===== src/logic/irq_ctrl_pkg.sv =====
package irq_ctrl_pkg;
  // Summary of operation
  // - timer enable bits 5..0 pass (1) or block (0) timer 5..0 requests
  // - misc enable gates serial unit 2, interval timer, watchdog, watch timer, memory, converter
  // - serial/ext enable gates ext 5, ext 4, serial 4 tx/rx, serial 3 tx/rx
  // - upper enable bit 1 gates ext 7, bit 0 ext 6; bits 5..2 control nothing
  // - group level is {high priority bit, low priority bit}; 11 highest, 00 lowest
  // - a configured pin trigger sets that pin's pending flag
  // - writing 0 to a pending bit clears it
  // - trigger type bit selects level (0, reset) or edge (1) sensing
  // - level mode: sense 0 fires while pin high, sense 1 while low
  // - edge mode: sense 0 fires on rising edge, sense 1 on falling
  // - dual-edge bit fires on both edges, overriding type and sense
  // - pin enable bit 1 allows detection, 0 blocks it; resets to 0
  // - global gate at 0 blocks every core request regardless of enables; the irq output does not depend on it
  // - 32 sources in 8 groups of 4; lower number wins among equals
  // - pending flag clears when the core acknowledges that interrupt

  // register indices; byte address is four times the index
  localparam logic [7:0] IDX_PIN_ENABLE = 8'hA3;
  localparam logic [7:0] IDX_PENDING = 8'hA4;
  localparam logic [7:0] IDX_TRIGGER_TYPE = 8'hA5;
  localparam logic [7:0] IDX_SENSE = 8'hA6;
  localparam logic [7:0] IDX_DUAL_EDGE = 8'hA7;
  localparam logic [7:0] IDX_TIMER_EN = 8'hAA;
  localparam logic [7:0] IDX_MISC_EN = 8'hAB;
  localparam logic [7:0] IDX_SERIAL_EXT_EN = 8'hAC;
  localparam logic [7:0] IDX_UPPER_EXT_EN = 8'hAD;
  localparam logic [7:0] IDX_PRIO_LOW = 8'hB8;
  localparam logic [7:0] IDX_PRIO_HIGH = 8'hF8;
  localparam logic [7:0] IDX_GLOBAL_CTRL = 8'hC0;
  localparam logic [7:0] IDX_IRQ_STATUS = 8'hC1;
  localparam logic [7:0] IDX_IRQ_MASK = 8'hC2;
  localparam logic [7:0] IDX_LOW_SRC_EN = 8'hC3;
  localparam logic [7:0] IDX_REQ_STATE = 8'hC4;

  // reset values and field positions
  localparam logic [7:0] RST_BYTE = 8'h00;
  localparam logic [5:0] RST_FIELD6 = 6'h00;
  localparam logic [11:0] RST_LOW_SRC = 12'h000;
  localparam int GLOBAL_GATE_BIT = 0;
  localparam int NUM_SRC = 32;
  localparam int GROUP_SIZE = 4;
  localparam int NUM_PIN = 8;
  localparam int SRC_FIELD_W = 6;
  localparam int LOW_SRC_W = 12;
  localparam int UPPER_USED = 2;
  localparam int TIMER_BASE = 12;
  localparam int MISC_BASE = 18;
  localparam int SERIAL_BASE = 24;
  localparam int UPPER_BASE = 30;

  // source number of each external pin
  localparam logic [4:0] EXT_SRC_ID [NUM_PIN] = '{5'h00, 5'h01, 5'h02, 5'h03, 5'h1C, 5'h1D, 5'h1E, 5'h1F};

  typedef struct packed {
    logic valid;
    logic [4:0] id;
    logic [1:0] level;
  } req_s;

  typedef struct packed {
    logic valid;
    logic [4:0] id;
  } ack_s;
endpackage


===== src/logic/irq_enable_priority_extint.sv =====
// Added by the designer: the APB register port.
module irq_enable_priority_extint
  import irq_ctrl_pkg::*;
(
  input wire logic ref_clk,
  input wire logic rst,
  input wire logic psel,
  input wire logic penable,
  input wire logic pwrite,
  input wire logic [11:0] paddr,
  input wire logic [31:0] pwdata,
  output logic pready,
  output logic [31:0] prdata,
  output logic pslverr,
  input wire logic [NUM_SRC-1:0] srcReq,
  input wire logic [NUM_PIN-1:0] extPin,
  input wire ack_s coreAck,
  output req_s coreReq,
  output logic irq
);

  logic [7:0] pinEnable_reg, pending_reg, trigType_reg, sense_reg, dualEdge_reg;
  logic [7:0] prioLow_reg, prioHigh_reg, irqStatus_reg, irqMask_reg;
  logic [5:0] timerEn_reg, miscEn_reg, serialEn_reg, upperEn_reg;
  logic [11:0] lowEn_reg;
  logic gate_reg;
  logic [7:0] pinCur_reg, pinPrev_reg;
  logic [7:0] pending_next, irqStatus_next;
  logic [7:0] trigVec, riseVec, fallVec, ackClr;
  logic [NUM_SRC-1:0] enVec, reqVec, gatedReq;
  logic [7:0] idx;
  logic setup, access, wrEn, rdEn, hit;
  logic [31:0] readMux;
  logic bestValid;
  logic [4:0] bestId;
  logic [1:0] bestLevel;

  // bus phase decode
  assign idx = paddr[9:2];
  assign setup = psel & ~penable;
  assign access = psel & penable & pready;
  assign wrEn = access & pwrite & hit;
  assign rdEn = access & ~pwrite & hit;

  // read data mux and address hit
  always_comb begin
    hit = (paddr[11:10] == 2'h0);
    readMux = 32'h0000_0000;
    case (idx)
      IDX_PIN_ENABLE: readMux[7:0] = pinEnable_reg;
      IDX_PENDING: readMux[7:0] = pending_reg;
      IDX_TRIGGER_TYPE: readMux[7:0] = trigType_reg;
      IDX_SENSE: readMux[7:0] = sense_reg;
      IDX_DUAL_EDGE: readMux[7:0] = dualEdge_reg;
      IDX_TIMER_EN: readMux[5:0] = timerEn_reg;
      IDX_MISC_EN: readMux[5:0] = miscEn_reg;
      IDX_SERIAL_EXT_EN: readMux[5:0] = serialEn_reg;
      IDX_UPPER_EXT_EN: readMux[5:0] = upperEn_reg;
      IDX_PRIO_LOW: readMux[7:0] = prioLow_reg;
      IDX_PRIO_HIGH: readMux[7:0] = prioHigh_reg;
      IDX_GLOBAL_CTRL: readMux[GLOBAL_GATE_BIT] = gate_reg;
      IDX_IRQ_STATUS: readMux[7:0] = irqStatus_reg;
      IDX_IRQ_MASK: readMux[7:0] = irqMask_reg;
      IDX_LOW_SRC_EN: readMux[11:0] = lowEn_reg;
      IDX_REQ_STATE: readMux[7:0] = coreReq;
      default: hit = 1'b0;
    endcase
  end

  // apb answer: one wait-free access phase after each setup
  always_ff @(posedge ref_clk or posedge rst) begin
    if (rst) begin
      pready <= 1'b0;
      prdata <= 32'h0000_0000;
      pslverr <= 1'b0;
    end else begin
      pready <= setup;
      prdata <= (setup & ~pwrite & hit) ? readMux : 32'h0000_0000;
      pslverr <= setup & ~hit;
    end
  end

  // configuration registers written by software
  always_ff @(posedge ref_clk or posedge rst) begin
    if (rst) begin
      pinEnable_reg <= RST_BYTE;
      trigType_reg <= RST_BYTE;
      sense_reg <= RST_BYTE;
      dualEdge_reg <= RST_BYTE;
      prioLow_reg <= RST_BYTE;
      prioHigh_reg <= RST_BYTE;
      irqMask_reg <= RST_BYTE;
      timerEn_reg <= RST_FIELD6;
      miscEn_reg <= RST_FIELD6;
      serialEn_reg <= RST_FIELD6;
      upperEn_reg <= RST_FIELD6;
      lowEn_reg <= RST_LOW_SRC;
      gate_reg <= 1'b0;
    end else if (wrEn) begin
      case (idx)
        IDX_PIN_ENABLE: pinEnable_reg <= pwdata[7:0];
        IDX_TRIGGER_TYPE: trigType_reg <= pwdata[7:0];
        IDX_SENSE: sense_reg <= pwdata[7:0];
        IDX_DUAL_EDGE: dualEdge_reg <= pwdata[7:0];
        IDX_PRIO_LOW: prioLow_reg <= pwdata[7:0];
        IDX_PRIO_HIGH: prioHigh_reg <= pwdata[7:0];
        IDX_IRQ_MASK: irqMask_reg <= pwdata[7:0];
        IDX_TIMER_EN: timerEn_reg <= pwdata[5:0];
        IDX_MISC_EN: miscEn_reg <= pwdata[5:0];
        IDX_SERIAL_EXT_EN: serialEn_reg <= pwdata[5:0];
        IDX_UPPER_EXT_EN: upperEn_reg <= pwdata[5:0];
        IDX_LOW_SRC_EN: lowEn_reg <= pwdata[11:0];
        IDX_GLOBAL_CTRL: gate_reg <= pwdata[GLOBAL_GATE_BIT];
        default: ;
      endcase
    end
  end

  always_ff @(posedge ref_clk or posedge rst) begin
    if (rst) begin
      pinCur_reg <= RST_BYTE;
      pinPrev_reg <= RST_BYTE;
    end else begin
      pinCur_reg <= extPin;
      pinPrev_reg <= pinCur_reg;
    end
  end

  // per-pin trigger detection
  for (genvar p = 0; p < NUM_PIN; p++) begin : g_pin
    logic levelHit, edgeHit;
    assign riseVec[p] = pinCur_reg[p] & ~pinPrev_reg[p];
    assign fallVec[p] = ~pinCur_reg[p] & pinPrev_reg[p];
    assign levelHit = sense_reg[p] ? ~pinCur_reg[p] : pinCur_reg[p];
    assign edgeHit = sense_reg[p] ? fallVec[p] : riseVec[p];
    assign trigVec[p] = pinEnable_reg[p] &
                        (dualEdge_reg[p] ? (riseVec[p] | fallVec[p]) : (trigType_reg[p] ? edgeHit : levelHit));
    assign ackClr[p] = coreAck.valid & (coreAck.id == EXT_SRC_ID[p]);
  end

  // pending flags: trigger wins over any clear in the same cycle
  always_comb begin
    pending_next = pending_reg;
    if (wrEn && idx == IDX_PENDING) begin
      pending_next = pwdata[7:0];
    end
    pending_next = pending_next & ~ackClr;
    pending_next = pending_next | trigVec;
  end

  always_ff @(posedge ref_clk or posedge rst) begin
    if (rst) begin
      pending_reg <= RST_BYTE;
    end else begin
      pending_reg <= pending_next;
    end
  end

  // sticky event status, cleared by read, set wins
  always_comb begin
    irqStatus_next = irqStatus_reg;
    if (rdEn && idx == IDX_IRQ_STATUS) begin
      irqStatus_next = irqStatus_reg & ~prdata[7:0]; // only bits returned, later events survive
    end
    irqStatus_next = irqStatus_next | trigVec;
  end

  always_ff @(posedge ref_clk or posedge rst) begin
    if (rst) begin
      irqStatus_reg <= RST_BYTE;
      irq <= 1'b0;
    end else begin
      irqStatus_reg <= irqStatus_next;
      irq <= |(irqStatus_reg & irqMask_reg);
    end
  end

  assign enVec = {upperEn_reg[UPPER_USED-1:0], serialEn_reg, miscEn_reg, timerEn_reg, lowEn_reg};

  // request vector with external sources taken from pending flags
  always_comb begin
    reqVec = srcReq;
    for (int p = 0; p < NUM_PIN; p++) begin
      reqVec[EXT_SRC_ID[p]] = pending_reg[p];
    end
  end

  assign gatedReq = gate_reg ? (reqVec & enVec) : '0;

  function automatic logic [1:0] srcLevel(input int s, input logic [7:0] hi, input logic [7:0] lo);
    return {hi[s / GROUP_SIZE], lo[s / GROUP_SIZE]};
  endfunction

  // highest level wins, lower number among equals
  always_comb begin
    bestValid = 1'b0;
    bestId = 5'h00;
    bestLevel = 2'h0;
    for (int s = 0; s < NUM_SRC; s++) begin
      if (gatedReq[s] && (!bestValid || srcLevel(s, prioHigh_reg, prioLow_reg) > bestLevel)) begin
        bestValid = 1'b1;
        bestId = 5'(s);
        bestLevel = srcLevel(s, prioHigh_reg, prioLow_reg);
      end
    end
  end

  // request to the core
  always_ff @(posedge ref_clk or posedge rst) begin
    if (rst) begin
      coreReq <= '0;
    end else begin
      coreReq.valid <= bestValid;
      coreReq.id <= bestId;
      coreReq.level <= bestLevel;
    end
  end

  // helper logic for checks
  logic [NUM_SRC-1:0] gatedPrev_reg;
  logic [7:0] prioLowPrev_reg, prioHighPrev_reg;
  logic [NUM_SRC-1:0] beatVec;

  always_ff @(posedge ref_clk or posedge rst) begin
    if (rst) begin
      gatedPrev_reg <= '0;
      prioLowPrev_reg <= RST_BYTE;
      prioHighPrev_reg <= RST_BYTE;
    end else begin
      gatedPrev_reg <= gatedReq;
      prioLowPrev_reg <= prioLow_reg;
      prioHighPrev_reg <= prioHigh_reg;
    end
  end

  always_comb begin
    beatVec = '0;
    for (int s = 0; s < NUM_SRC; s++) begin
      beatVec[s] = gatedPrev_reg[s] &&
                   (srcLevel(s, prioHighPrev_reg, prioLowPrev_reg) > coreReq.level ||
                    (srcLevel(s, prioHighPrev_reg, prioLowPrev_reg) == coreReq.level && 5'(s) < coreReq.id));
    end
  end
endmodule


===== config.mk =====
export PLATFORM = sky130hd
export DESIGN_NAME = irq_enable_priority_extint
export DESIGN_NICKNAME = d
export VERILOG_FILES = /design/src/logic/irq_ctrl_pkg.sv /design/src/logic/irq_enable_priority_extint.sv
export SDC_FILE = /design/constraint.sdc
export NUM_CORES = 1
export LEC_CHECK = 0
export BUFFER_PORTS_ARGS = -buffer_cell sky130_fd_sc_hd__clkbuf_2
export CORE_AREA = 8 8 144 160
export DETAILED_ROUTE_END_ITERATION = 10
export DIE_AREA = 0 0 152 168
export GPL_ROUTABILITY_DRIVEN = 0
export PLACE_DENSITY = 0.76
export SETUP_SLACK_MARGIN = 0.4
export SYNTH_ARGS = -nofsm -noshare
export SYNTH_HDL_FRONTEND = slang
export SYNTH_SLANG_ARGS = --single-unit

===== constraint.sdc =====
create_clock -name ref_clk -period 42.5 [get_ports ref_clk]
set_input_delay 4.25 -clock ref_clk [delete_from_list [all_inputs] [get_ports ref_clk]]
set_output_delay 4.25 -clock ref_clk [all_outputs]
set_load 0.05 [all_outputs]

# Word-level counts from Yosys, hierarchy flattened
# Index checks and enable logic that the tools add are counted.
[classes]
order_cmp = 31
n_reduce_logical = 112
bitwise = 77
mux = 136
n_eq_ne = 23
[ops]
columns = ["operator", "n"]
rows = [
  ["2-to-1 mux 5 bit", 30],
  ["equality test 8 bit, second input constant", 16],
  ["case mux 5 bit (15 select lines)", 1],
  ["2-to-1 mux 1 bit", 66],
  ["2-to-1 mux 2 bit", 32],
  ["> comparator 2 bit", 31],
  ["AND 1 bit", 42],
  ["logical AND 1 bit", 33],
  ["AND 32 bit", 1],
  ["2-to-1 mux 32 bit", 1],
  ["logical NOT 1 bit", 31],
  ["logical OR 1 bit", 31],
  ["AND reduction 2 bit", 13],
  ["AND 8 bit", 3],
  ["case mux 2 bit (11 select lines)", 1],
  ["equality test 5 bit, second input constant", 4],
  ["inverter 1 bit", 19],
  ["2-to-1 mux 8 bit", 2],
  ["inverter 8 bit", 2],
  ["OR 8 bit", 2],
  ["case mux 1 bit (16 select lines)", 1],
  ["OR reduction 16 bit", 1],
  ["2-to-1 mux 12 bit", 1],
  ["equality test 5 x 2 -> 1 bit, second input constant", 2],
  ["6 further kinds", 13],
]
[word_totals]
output_inout_bits = 43
wordCells = 403
reg_bits = 148

# Longest topological paths before layout
# Gate-level depths: netlist (run 1).
[logic_depth]
depth_word = 127
mapped_depth = 181
depth_no_buf = 181

# Worst setup path after synthesis (run 1)
# No wires, ideal clock.
[synth_timing]
path_kind = "input to register"
startpoint = "input srcReq[4]"
endpoint = "register coreReq[6] (netlist bit)"
slack_ps = 6581
path_stages = 171
path_buffers = 0
setup_time_ps = 139
arrival_ps = 35780
path_cell_list = "and3_1 o21ai_2 o21ai_0 ha_1 nor2_1 a21oi_1 nor2_1 o21a_1 nor2_1 a21oi_1 ha_1 inv_1 a31o_2 a211oi_1 a211o_1 nor2_1 mux2_2 ha_1 (+135 left out) nand2_1 o21ai_0 a21o_1 o211ai_1 mux2_1 ha_1 nand2_1 o21ai_0 nand2_1 and4_1 nor2_1 o211ai_1 mux2_1 ha_1 a21oi_1 o2111ai_1 o2111ai_4 or4_1"
[synth_via]
elab_chain_len = 112
elab_cells_between_ends = 193
[synth_rtl]
columns = ["element", "line", "rtl"]
rows = [
  ["start, declared", "irq_enable_priority_extint.sv:15", "input wire logic [NUM_SRC-1:0] srcReq,"],
  ["AND 32 bit (*)", "irq_enable_priority_extint.sv:188", "assign gatedReq = gate_reg ? (reqVec & enVec) : '0;"],
  ["2-to-1 mux 32 bit (*)", "irq_enable_priority_extint.sv:188", ""],
  ["logical AND 1 bit (*)", "irq_enable_priority_extint.sv:200", "if (gatedReq[s] && (!bestValid || srcLevel(s, prioHigh_reg, prioLow_reg) > bestLevel)) begin"],
  ["2-to-1 mux 2 bit / 2-to-1 mux 1 bit (equally long branches)", "irq_enable_priority_extint.sv:200", ""],
  ["> comparator 2 bit / logical NOT 1 bit (equally long branches)", "irq_enable_priority_extint.sv:200", ""],
  ["logical OR 1 bit", "irq_enable_priority_extint.sv:200", ""],
  ["logical AND 1 bit", "irq_enable_priority_extint.sv:200", ""],
  ["2-to-1 mux 2 bit / 2-to-1 mux 1 bit (equally long branches)", "irq_enable_priority_extint.sv:200", ""],
  ["(+97 left out)", "-", ""],
  ["logical OR 1 bit", "irq_enable_priority_extint.sv:200", ""],
  ["logical AND 1 bit", "irq_enable_priority_extint.sv:200", ""],
  ["2-to-1 mux 2 bit / 2-to-1 mux 1 bit (equally long branches)", "irq_enable_priority_extint.sv:200", ""],
  ["> comparator 2 bit / logical NOT 1 bit (equally long branches)", "irq_enable_priority_extint.sv:200", ""],
  ["logical OR 1 bit", "irq_enable_priority_extint.sv:200", ""],
  ["logical AND 1 bit", "irq_enable_priority_extint.sv:200", ""],
  ["2-to-1 mux 5 bit (*)", "irq_enable_priority_extint.sv:200", ""],
  ["named net bestId[4]", "irq_enable_priority_extint.sv:35", "logic [4:0] bestId;"],
  ["end, declared", "irq_enable_priority_extint.sv:18", "output req_s coreReq,"],
]
# The timed path passes the listed nets; every way through them passes the cells marked *.
# A chain may end at the register's enable or synchronous reset.

# Final worst setup path (run 1)
# Ends and elaborated chain as after synthesis.

==> impl_metrics.env, run 1 <==
export IMPL_timing_rr_end="coreReq[6]"
export IMPL_ir_drop_mv=0.0283
export IMPL_power_uw=321
export IMPL_final_common_cell="dfrtp_1"
export IMPL_pin_count=138
export IMPL_cp_start_kind="input port"
export IMPL_grt_busiest_layer="met2"
export IMPL_p_switching_uw=82.6
export IMPL_gr_usage_all_layers=0.235
export IMPL_drv_cap=0
export IMPL_synth_edf_count=0
export IMPL_drive_above_1_share=0.230
export IMPL_initial_core_util=0.493
export IMPL_p_per_area_nw_per_um2=28.5
export IMPL_cts_root_buf="clkbuf_16"
export IMPL_grt_pass1_vias=8857
export IMPL_min_period_ns=39.38
export IMPL_die_y_microns=168
export IMPL_syn_to_final_growth_pct=12.6
export IMPL_fin_nets=1296
export IMPL_via_per_inst=6.38
export IMPL_finalMaxSlewViolations=0
export IMPL_timing_final_crit_share=0.927
export IMPL_crit_path_end_kind="flop"
export IMPL_insertion_delay_ns=0.43
export IMPL_tightest_slew_ns=1.24
export IMPL_setup_viol=0
export IMPL_ant_nets=0
export IMPL_finalHoldViolations=0
export IMPL_crit_type="in2reg"
export IMPL_use_met2=0.386
export IMPL_final_cell_mix="dfrtp_1 (148), nor2_1 (105), mux2_2 (96), clkbuf_2 (87), nand2_1 (77)"
export IMPL_clkPwrFrac=0.481
export IMPL_die_area_sq_um=25500
export IMPL_ys_seq_area_frac=0.370
export IMPL_pwr_share_comb=0.061
export IMPL_p_sw_frac=0.257
export IMPL_finalSetupTns_ns=0
export IMPL_async_flop_share=1.00
export IMPL_grt_max_degree=79
export IMPL_cpPeakStageDelay_ns=0.44
export IMPL_cts_tree="yes"
export IMPL_grt_use_met1=0.284
export IMPL_grt_overflow=0
export IMPL_synth_cell_type_count=87
export IMPL_crit_required_ns=42.80
export IMPL_crit_fanout=9
export IMPL_fmax_ghz=0.0254
export IMPL_antenna_found_initial=1
export IMPL_syn_area_sq_um=10000
export IMPL_hold_end="pinPrev_reg[0]"
export IMPL_first_iter_violations=903
export IMPL_outcome="finished, final reports clean"
export IMPL_postSynthAreaPerCell_sq_um=9.38
export IMPL_grt_pass1_wl_mm=48.2
export IMPL_cts_path_max_buffers=2
export IMPL_synth_seq_cells=148
export IMPL_hpwl_mm=22.6
export IMPL_layoutNonFillerInstCount=1422
export IMPL_rsz0062_at_grt="false"
export IMPL_drt_pass1_iterations=6
export IMPL_p_int_uw=238
export IMPL_synth_cells=1068
export IMPL_worstRegToRegCells=178
export IMPL_drc=0
export IMPL_r2r_slack_ns=5.13
export IMPL_skew_ns=0.00916
export IMPL_cp_slowest_cell="or4_1"
export IMPL_hold_path_class="reg2reg"
export IMPL_clock_sinks=148
export IMPL_cts_reportedPaths_clkPinSlew_ns=0.06
export IMPL_rows=55
export IMPL_cts_max_level=4
export IMPL_min_from="pinCur_reg[0]"
export IMPL_utilization=0.555
export IMPL_grt_use_met3=0.0545
export IMPL_synth_ff_type="dfrtp_1"
export IMPL_yosys_warnings=0
export IMPL_pwr_share_seq=0.458
export IMPL_routedWlPerCell_microns=21.4
export IMPL_min_path_cells=0
export IMPL_cp_data_arrival_time_ns=39.67
export IMPL_path_common_cell="ha_1"
export IMPL_leakage_nw=5.36
export IMPL_numCtsBuffers=17
export IMPL_wl_mm=30.4
export IMPL_relSlewSlack=0.167
export IMPL_timing_rr_start="gate_reg"
export IMPL_place_inst=1389
export IMPL_fp_dieW_microns=152
export IMPL_io_buffers=87
export IMPL_core_area_sq_um=20300
export IMPL_hold_ws_ns=0.407
export IMPL_num_vias=9079
## logic make-up (layout without fill, tap and decap cells)
logic type | after synthesis | after routing | synth area share
and+or+nand+nor | 345 | 345 | 0.170
other | 1 | 21 | 0.000374
AOI/OAI and AO/OA | 296 | 296 | 0.210
muxes | 121 | 121 | 0.135
adders and majority gates | 56 | 56 | 0.0685
buffers and inverters | 101 | 179 | 0.0469
DFF | 148 | 148 | 0.370
## per-stage QoR
stage | setup WS (ns) | area, sq um
floorplan | 6.58 | 10100
global placement | 3.46 | 10600
detailed placement | 2.77 | 10600
CTS | 3.00 | 11200
global route | 0.497 | 11300
finish | 3.12 | 11300
## power groups by stage
stage	registers (mW)	clock network, mW	logic [mW]
after floorplan	0.148	0	0.0134
after global placement	0.149	0	0.0187
final	0.147	0.155	0.0195
after detailed placement	0.149	0	0.0194
after global routing	0.147	0.162	0.0216
after CTS	0.147	0.156	0.0195
## critical path, delay by kind of cell
family,cells,cell delay [ns]
compound gates,64,11.66
fa+ha+maj,32,9.33
simple gates,55,8.01
mux,17,5.97
buf+inv,5,0.40
## Yosys cell counts, types with 15 or more instances
cell type,number,area (sq um)
a21oi_1,56,280
a221oi_1,19,166
a22oi_1,24,180
a31oi_1,16,100
and3_1,23,144
buf_4,20,150
clkbuf_1,25,93.8
dfrtp_1,148,3700
ha_1,49,613
inv_1,53,199
mux2_2,96,1080
mux2i_1,19,190
nand2_1,77,289
nand3_1,35,175
nor2_1,105,394
nor2b_1,15,93.8
nor3_1,26,130
o21ai_0,68,340
## metal layers
metal / wire [microns] / part of all wire
met5: 0 / 0
met1: 12000 / 0.40
met4: 1370 / 0.045
met3: 2790 / 0.092
met2: 14200 / 0.47
## worst max-delay path by stage
stage	startpoint	endpoint	slack, ns	cells after the start
5_1_grt	srcReq[4]	coreReq[6]	0.50	173
3_5_place_dp	srcReq[4]	coreReq[6]	2.77	171
2_1_floorplan	srcReq[4]	coreReq[6]	6.58	171
6_report	srcReq[4]	coreReq[6]	3.12	173
3_3_place_gp	srcReq[4]	coreReq[6]	3.46	172
4_1_cts	srcReq[4]	coreReq[6]	3.00	171
## timing repair
item | CTS | global route
hold buffers | 0 | 0
endpoints found under the setup margin | 0 | 5
gates resized for setup | 0 | 5
setup buffers | 0 | 0
## final cells by class
class	instances	area, sq um
Clock inverter	14	166
Fill cell	1772	9030
Tap cell	256	320
Sequential cell	148	3700
Antenna cell	1	2.50
Timing Repair Buffer	93	480
Multi-Input combinational cell	838	5950
Clock buffer	18	439
Inverter	54	208
Note: power is estimated with default switching activity, not from simulation.
==> run 2: changes to the inputs <==
CELL_PAD_IN_SITES_DETAIL_PLACEMENT = 0   (was unset)
CELL_PAD_IN_SITES_GLOBAL_PLACEMENT = 1   (was unset)
CORE_AREA = 8 8 150 166   (was 8 8 144 160)
CTS_BUF_LIST = sky130_fd_sc_hd__clkbuf_4 sky130_fd_sc_hd__clkbuf_8   (was unset)
DIE_AREA = 0 0 158 174   (was 0 0 152 168)
PLACE_DENSITY = 0.88   (was 0.76)
==> run 2 against run 1 <==
Setup slack worse by 0.045 ns. Wire length decreased by 0.85%. Via count fell by 1.8%. Flip-flop and latch count unchanged. Total power down 11%. Non-clock buffer count is 2 higher. Critical path depth unchanged. Global-route usage is 1.4 points lower. First-iteration DRC count is 24% lower. Maximum frequency decreased by 0.11%. Sequential share of layout area increased by 0.30 points.
==> impl_metrics.env, run 2 (synthesized netlist as in run 1, its figures left out) <==
export IMPL_leakage_nw=5.30
export IMPL_drive_above_1_share=0.232
export IMPL_fmax_ghz=0.0254
export IMPL_hold_ws_ns=0.408
export IMPL_finalSetupTns_ns=0
export IMPL_cp_data_arrival_time_ns=39.78
export IMPL_finalWorstSetupSlack_ns=3.08
export IMPL_outcome="finished, final reports clean"
export IMPL_crit_fanout=9
export IMPL_crit_required_ns=42.85
export IMPL_rsz0062_at_grt="false"
export IMPL_grt_max_degree=78
export IMPL_cp_start_kind="input port"
export IMPL_worstRegToRegCells=178
export IMPL_antenna_found_initial=1
export IMPL_num_vias=8919
export IMPL_insertion_delay_ns=0.48
export IMPL_holdBufCountCts=0
export IMPL_routedWlPerCell_microns=20.5
export IMPL_ir_drop_mv=0.0211
export IMPL_cpPeakStageDelay_ns=0.44
export IMPL_grt_overflow=0
export IMPL_drt_pass1_iterations=8
export IMPL_fin_nets=1298
export IMPL_die_y_microns=174
export IMPL_multi_input_area_sq_um=5950
export IMPL_ant_nets=0
export IMPL_cts_setup_buffers=0
export IMPL_r2r_slack_ns=5.16
export IMPL_die_area_sq_um=27500
export IMPL_first_iter_violations=684
export IMPL_timing_rr_start="gate_reg"
export IMPL_wl_mm=30.1
export IMPL_timing_rr_end="coreReq[6]"
export IMPL_grt_pass1_vias=8823
export IMPL_cts_path_max_buffers=2
export IMPL_cp_depth=173
export IMPL_p_per_area_nw_per_um2=25.7
export IMPL_min_from="pinCur_reg[0]"
export IMPL_finalHoldViolations=0
export IMPL_numCtsBuffers=17
export IMPL_setup_viol=0
export IMPL_cp_slowest_cell="or4_1"
export IMPL_pin_count=138
export IMPL_crit_path_end_kind="flop"
export IMPL_io_buffers=87
export IMPL_cts_max_level=4
export IMPL_finalMaxSlewViolations=0
export IMPL_final_cell_mix="dfrtp_1 (148), nor2_1 (105), mux2_2 (96), clkbuf_2 (87), nand2_1 (77)"
export IMPL_power_uw=287
export IMPL_tightest_slew_ns=1.26
export IMPL_skew_ns=0.0134
export IMPL_hold_end="pinPrev_reg[0]"
export IMPL_relSlewSlack=0.154
export IMPL_place_inst=1435
export IMPL_cts_reportedPaths_clkPinSlew_ns=0.09
export IMPL_n_fill_cell=2185
export IMPL_hpwl_mm=23.1
export IMPL_cts_tree="yes"
export IMPL_grt_pass1_wl_mm=47.5
export IMPL_pre_cts_slack_ns=2.52
export IMPL_core_area_sq_um=22400
export IMPL_hold_path_class="reg2reg"
export IMPL_syn_to_final_growth_pct=11.5
export IMPL_rows=58
export IMPL_path_buf_inv=5
export IMPL_layoutNonFillerInstCount=1468
export IMPL_seqCellArea_sq_um=3700
export IMPL_cts_resized=0
export IMPL_drc=0
export IMPL_initial_core_util=0.448
export IMPL_cts_root_buf="clkbuf_8"
export IMPL_gr_usage_all_layers=0.221
export IMPL_fp_dieW_microns=158
export IMPL_final_common_cell="dfrtp_1"
export IMPL_min_path_cells=0
export IMPL_via_per_inst=6.08
export IMPL_critPathTopFamily="compound AO/OA/AOI/OAI gates"
export IMPL_path_common_cell="ha_1"
export IMPL_crit_type="in2reg"
export IMPL_drv_cap=0
export IMPL_timing_final_crit_share=0.928
export IMPL_min_period_ns=39.42
export IMPL_clock_sinks=148
[run 2: layout make-up]
| type | count | area share |
|---|---|---|
| Clock inverter | 12 | 0.0149 |
| Inverter | 54 | 0.0186 |
| Antenna cell | 1 | 0.000224 |
| Multi-Input combinational cell | 838 | 0.533 |
| Clock buffer | 20 | 0.0235 |
| Tap cell | 300 | 0.0336 |
| Sequential cell | 148 | 0.332 |
| Timing Repair Buffer | 95 | 0.0444 |
[run 2: worst max path at each step]
stage | start | slack (ns) | endpoint
after floorplan | srcReq[4] | 6.58 | coreReq[6]
after global placement | srcReq[4] | 2.99 | coreReq[6]
after detailed placement | srcReq[4] | 2.52 | coreReq[6]
after CTS | srcReq[4] | 2.91 | coreReq[6]
after global routing | srcReq[4] | 0.44 | coreReq[6]
final | srcReq[4] | 3.08 | coreReq[6]
[run 2: routing by layer]
layer / share of wire / GRT usage / vias up
li1: - / - / 4146
met4: 0.041 / 0.118 / 0
met2: 0.47 / 0.353 / 389
met3: 0.085 / 0.0417 / 72
met5: 0 / 0 / -
met1: 0.40 / 0.278 / 4312
[run 2: metrics by stage]
stage | area, sq um | utilization
after detailed placement | 10700 | 0.479
after global routing | 11200 | 0.500
final | 11200 | 0.500
after CTS | 11100 | 0.499
after floorplan | 10100 | -
after global placement | 10700 | 0.479
[run 2: power breakdown]
| part | total (mW) | internal, mW | switching, mW |
|---|---|---|---|
| Clock | 0.121 | 0.0621 | 0.0588 |
| Combinational | 0.0193 | 0.00521 | 0.0141 |
| Sequential | 0.147 | 0.143 | 0.00361 |
==> run 3: changes to the inputs <==
CORE_AREA = 8 8 157 173   (was 8 8 150 166)
DIE_AREA = 0 0 165 181   (was 0 0 158 174)
PLACE_DENSITY = 0.85   (was 0.88)
clock period = 32.1 ns   (was 42.5 ns; I/O delays follow)
==> run 3 against run 2 <==
The flow now finishes with violations (setup timing). Total power grew 28%. Register-to-register slack lost 5.2 ns. Wire length grew 12%. Setup slack lost 4.2 ns. Highest routed layer unchanged. Largest power group unchanged. Clock power grew 20%.
==> impl_metrics.env, run 3 (synthesized netlist as in run 1, its figures left out) <==
export IMPL_outcome="finished with violations"
export IMPL_violations="setup timing"
export IMPL_finalWorstSetupSlack_ns=-1.10
export IMPL_die_y_microns=181
export IMPL_place_inst=1545
export IMPL_cp_start_kind="input port"
export IMPL_rsz0062_at_grt="true"
export IMPL_layoutNonFillerInstCount=1660
export IMPL_rows=60
export IMPL_cpPeakStageDelay_ns=0.52
export IMPL_clock_sinks=148
export IMPL_p_sw_frac=0.283
export IMPL_final_cell_mix="buf_4 (188), dfrtp_1 (148), clkbuf_2 (86), mux2_2 (85), nor2_1 (80)"
export IMPL_wl_mm=33.6
export IMPL_hpwl_mm=24.7
export IMPL_gr_usage_all_layers=0.220
export IMPL_seqCellArea_sq_um=3700
export IMPL_tightest_slew_ns=1.23
export IMPL_drt_pass1_iterations=5
export IMPL_crit_fanout=5
export IMPL_grt_max_degree=76
export IMPL_io_buffers=87
export IMPL_cp_data_arrival_time_ns=33.55
export IMPL_cts_root_buf="clkbuf_8"
export IMPL_grt_pass1_vias=9517
export IMPL_hold_ws_ns=0.417
export IMPL_via_per_inst=5.88
export IMPL_relSlewSlack=0.173
export IMPL_crit_type="in2reg"
export IMPL_clkPwrFrac=0.395
export IMPL_num_vias=9754
export IMPL_n_fill_cell=2175
export IMPL_die_area_sq_um=29900
export IMPL_p_switching_uw=104
export IMPL_grt_pass1_wl_mm=51.7
export IMPL_pin_count=138
export IMPL_initial_core_util=0.413
export IMPL_routedWlPerCell_microns=20.2
export IMPL_crit_path_end_kind="flop"
export IMPL_numCtsBuffers=17
export IMPL_crit_required_ns=32.44
export IMPL_ir_drop_mv=0.0294
export IMPL_cts_tree="yes"
export IMPL_skew_ns=0.0153
export IMPL_cp_slowest_cell="or4_1"
export IMPL_insertion_delay_ns=0.47
export IMPL_cts_max_level=4
export IMPL_drive_above_1_share=0.416
export IMPL_use_met2=0.359
export IMPL_leakage_nw=6.22
export IMPL_grt_busiest_layer="met2"
export IMPL_post_dp_cell_area_sq_um=11900
export IMPL_syn_to_final_growth_pct=31.8
export IMPL_grt_use_met3=0.0437
export IMPL_cts_reportedPaths_clkPinSlew_ns=0.09
export IMPL_pwr_share_comb=0.081
export IMPL_fmax_ghz=0.0301
export IMPL_drc=0
export IMPL_pwr_share_seq=0.524
export IMPL_grt_use_met1=0.274
export IMPL_antenna_found_initial=1
export IMPL_timing_final_crit_share=1.03
export IMPL_path_common_cell="ha_4"
export IMPL_core_area_sq_um=24200
export IMPL_multi_input_area_sq_um=6630
export IMPL_hold_path_class="reg2reg"
export IMPL_cts_path_max_buffers=2
export IMPL_setup_viol=7
export IMPL_fin_nets=1480
export IMPL_drv_cap=0
export IMPL_finalHoldViolations=0
export IMPL_min_period_ns=33.20
export IMPL_grt_overflow=0
export IMPL_first_iter_violations=895
export IMPL_p_int_uw=264
export IMPL_finalMaxSlewViolations=0
export IMPL_final_common_cell="buf_4"
export IMPL_fp_dieW_microns=165
export IMPL_holdBufCountCts=0
export IMPL_p_per_area_nw_per_um2=27.9
export IMPL_design_area_sq_um=13200
export IMPL_ant_nets=0
run 3: timing repair:
action,in CTS,in global routing
pin swaps,64,40
gates resized for setup,16,50
cloned,0,0
setup endpoints to repair,7,7
buffers inserted,55,27
run 3: worst max-delay path, delay by kind of cell:
family | cells | cell delay (ns)
compound gates | 63 | 8.95
fa+ha+maj | 32 | 8.93
simple gates | 57 | 6.47
mux | 17 | 5.36
buf+inv | 7 | 0.55
run 3: power groups by stage:
stage,Combinational (mW),Clock (mW),Sequential [mW]
floorplan,0.0178,0,0.197
global placement,0.0289,0,0.196
detailed placement,0.0294,0,0.196
CTS,0.0296,0.147,0.193
global route,0.0326,0.155,0.193
finish,0.0299,0.145,0.193
run 3: worst paths after layout:
kind                            slack, ns              to     startpoint  depth (start not counted)
worst min register to register       0.42  pinPrev_reg[5]  pinCur_reg[5]                          0
min in group asynchronous            2.86   pinCur_reg[2]            rst                          2
worst min-delay path                 0.42  pinPrev_reg[5]  pinCur_reg[5]                          0
worst max register to register      -0.03      coreReq[6]   lowEn_reg[0]                        180
worst max-delay path                -1.10      coreReq[6]      srcReq[4]                        176
max in group asynchronous           27.80  pending_reg[4]            rst                          3
run 3: metal layers:
| metal | up-vias | wire length (microns) |
|---|---|---|
| met5 | - | 0 |
| met4 | 0 | 1250 |
| met3 | 80 | 2500 |
| met2 | 390 | 16300 |
| met1 | 4774 | 13600 |
| li1 | 4510 | - |
run 3: cell type report:
class	count	area share
Timing Repair Buffer	277	0.142
Tap cell	310	0.0294
Inverter	54	0.0157
Multi-Input combinational cell	838	0.502
Clock buffer	18	0.0188
Sequential cell	148	0.281
Antenna cell	1	0.000190
Clock inverter	14	0.0107
run 3: metrics by stage:
step	total power [mW]	TNS, ns	worst slack [ns]	utilization
detailed placement	0.226	-13.10	-2.06	0.490
global placement	0.225	-11.54	-1.82	0.490
floorplan	0.214	-2.92	-0.729	-
CTS	0.370	-5.47	-0.981	0.526
global route	0.381	-15.63	-2.43	0.544
finish	0.368	-6.31	-1.10	0.544
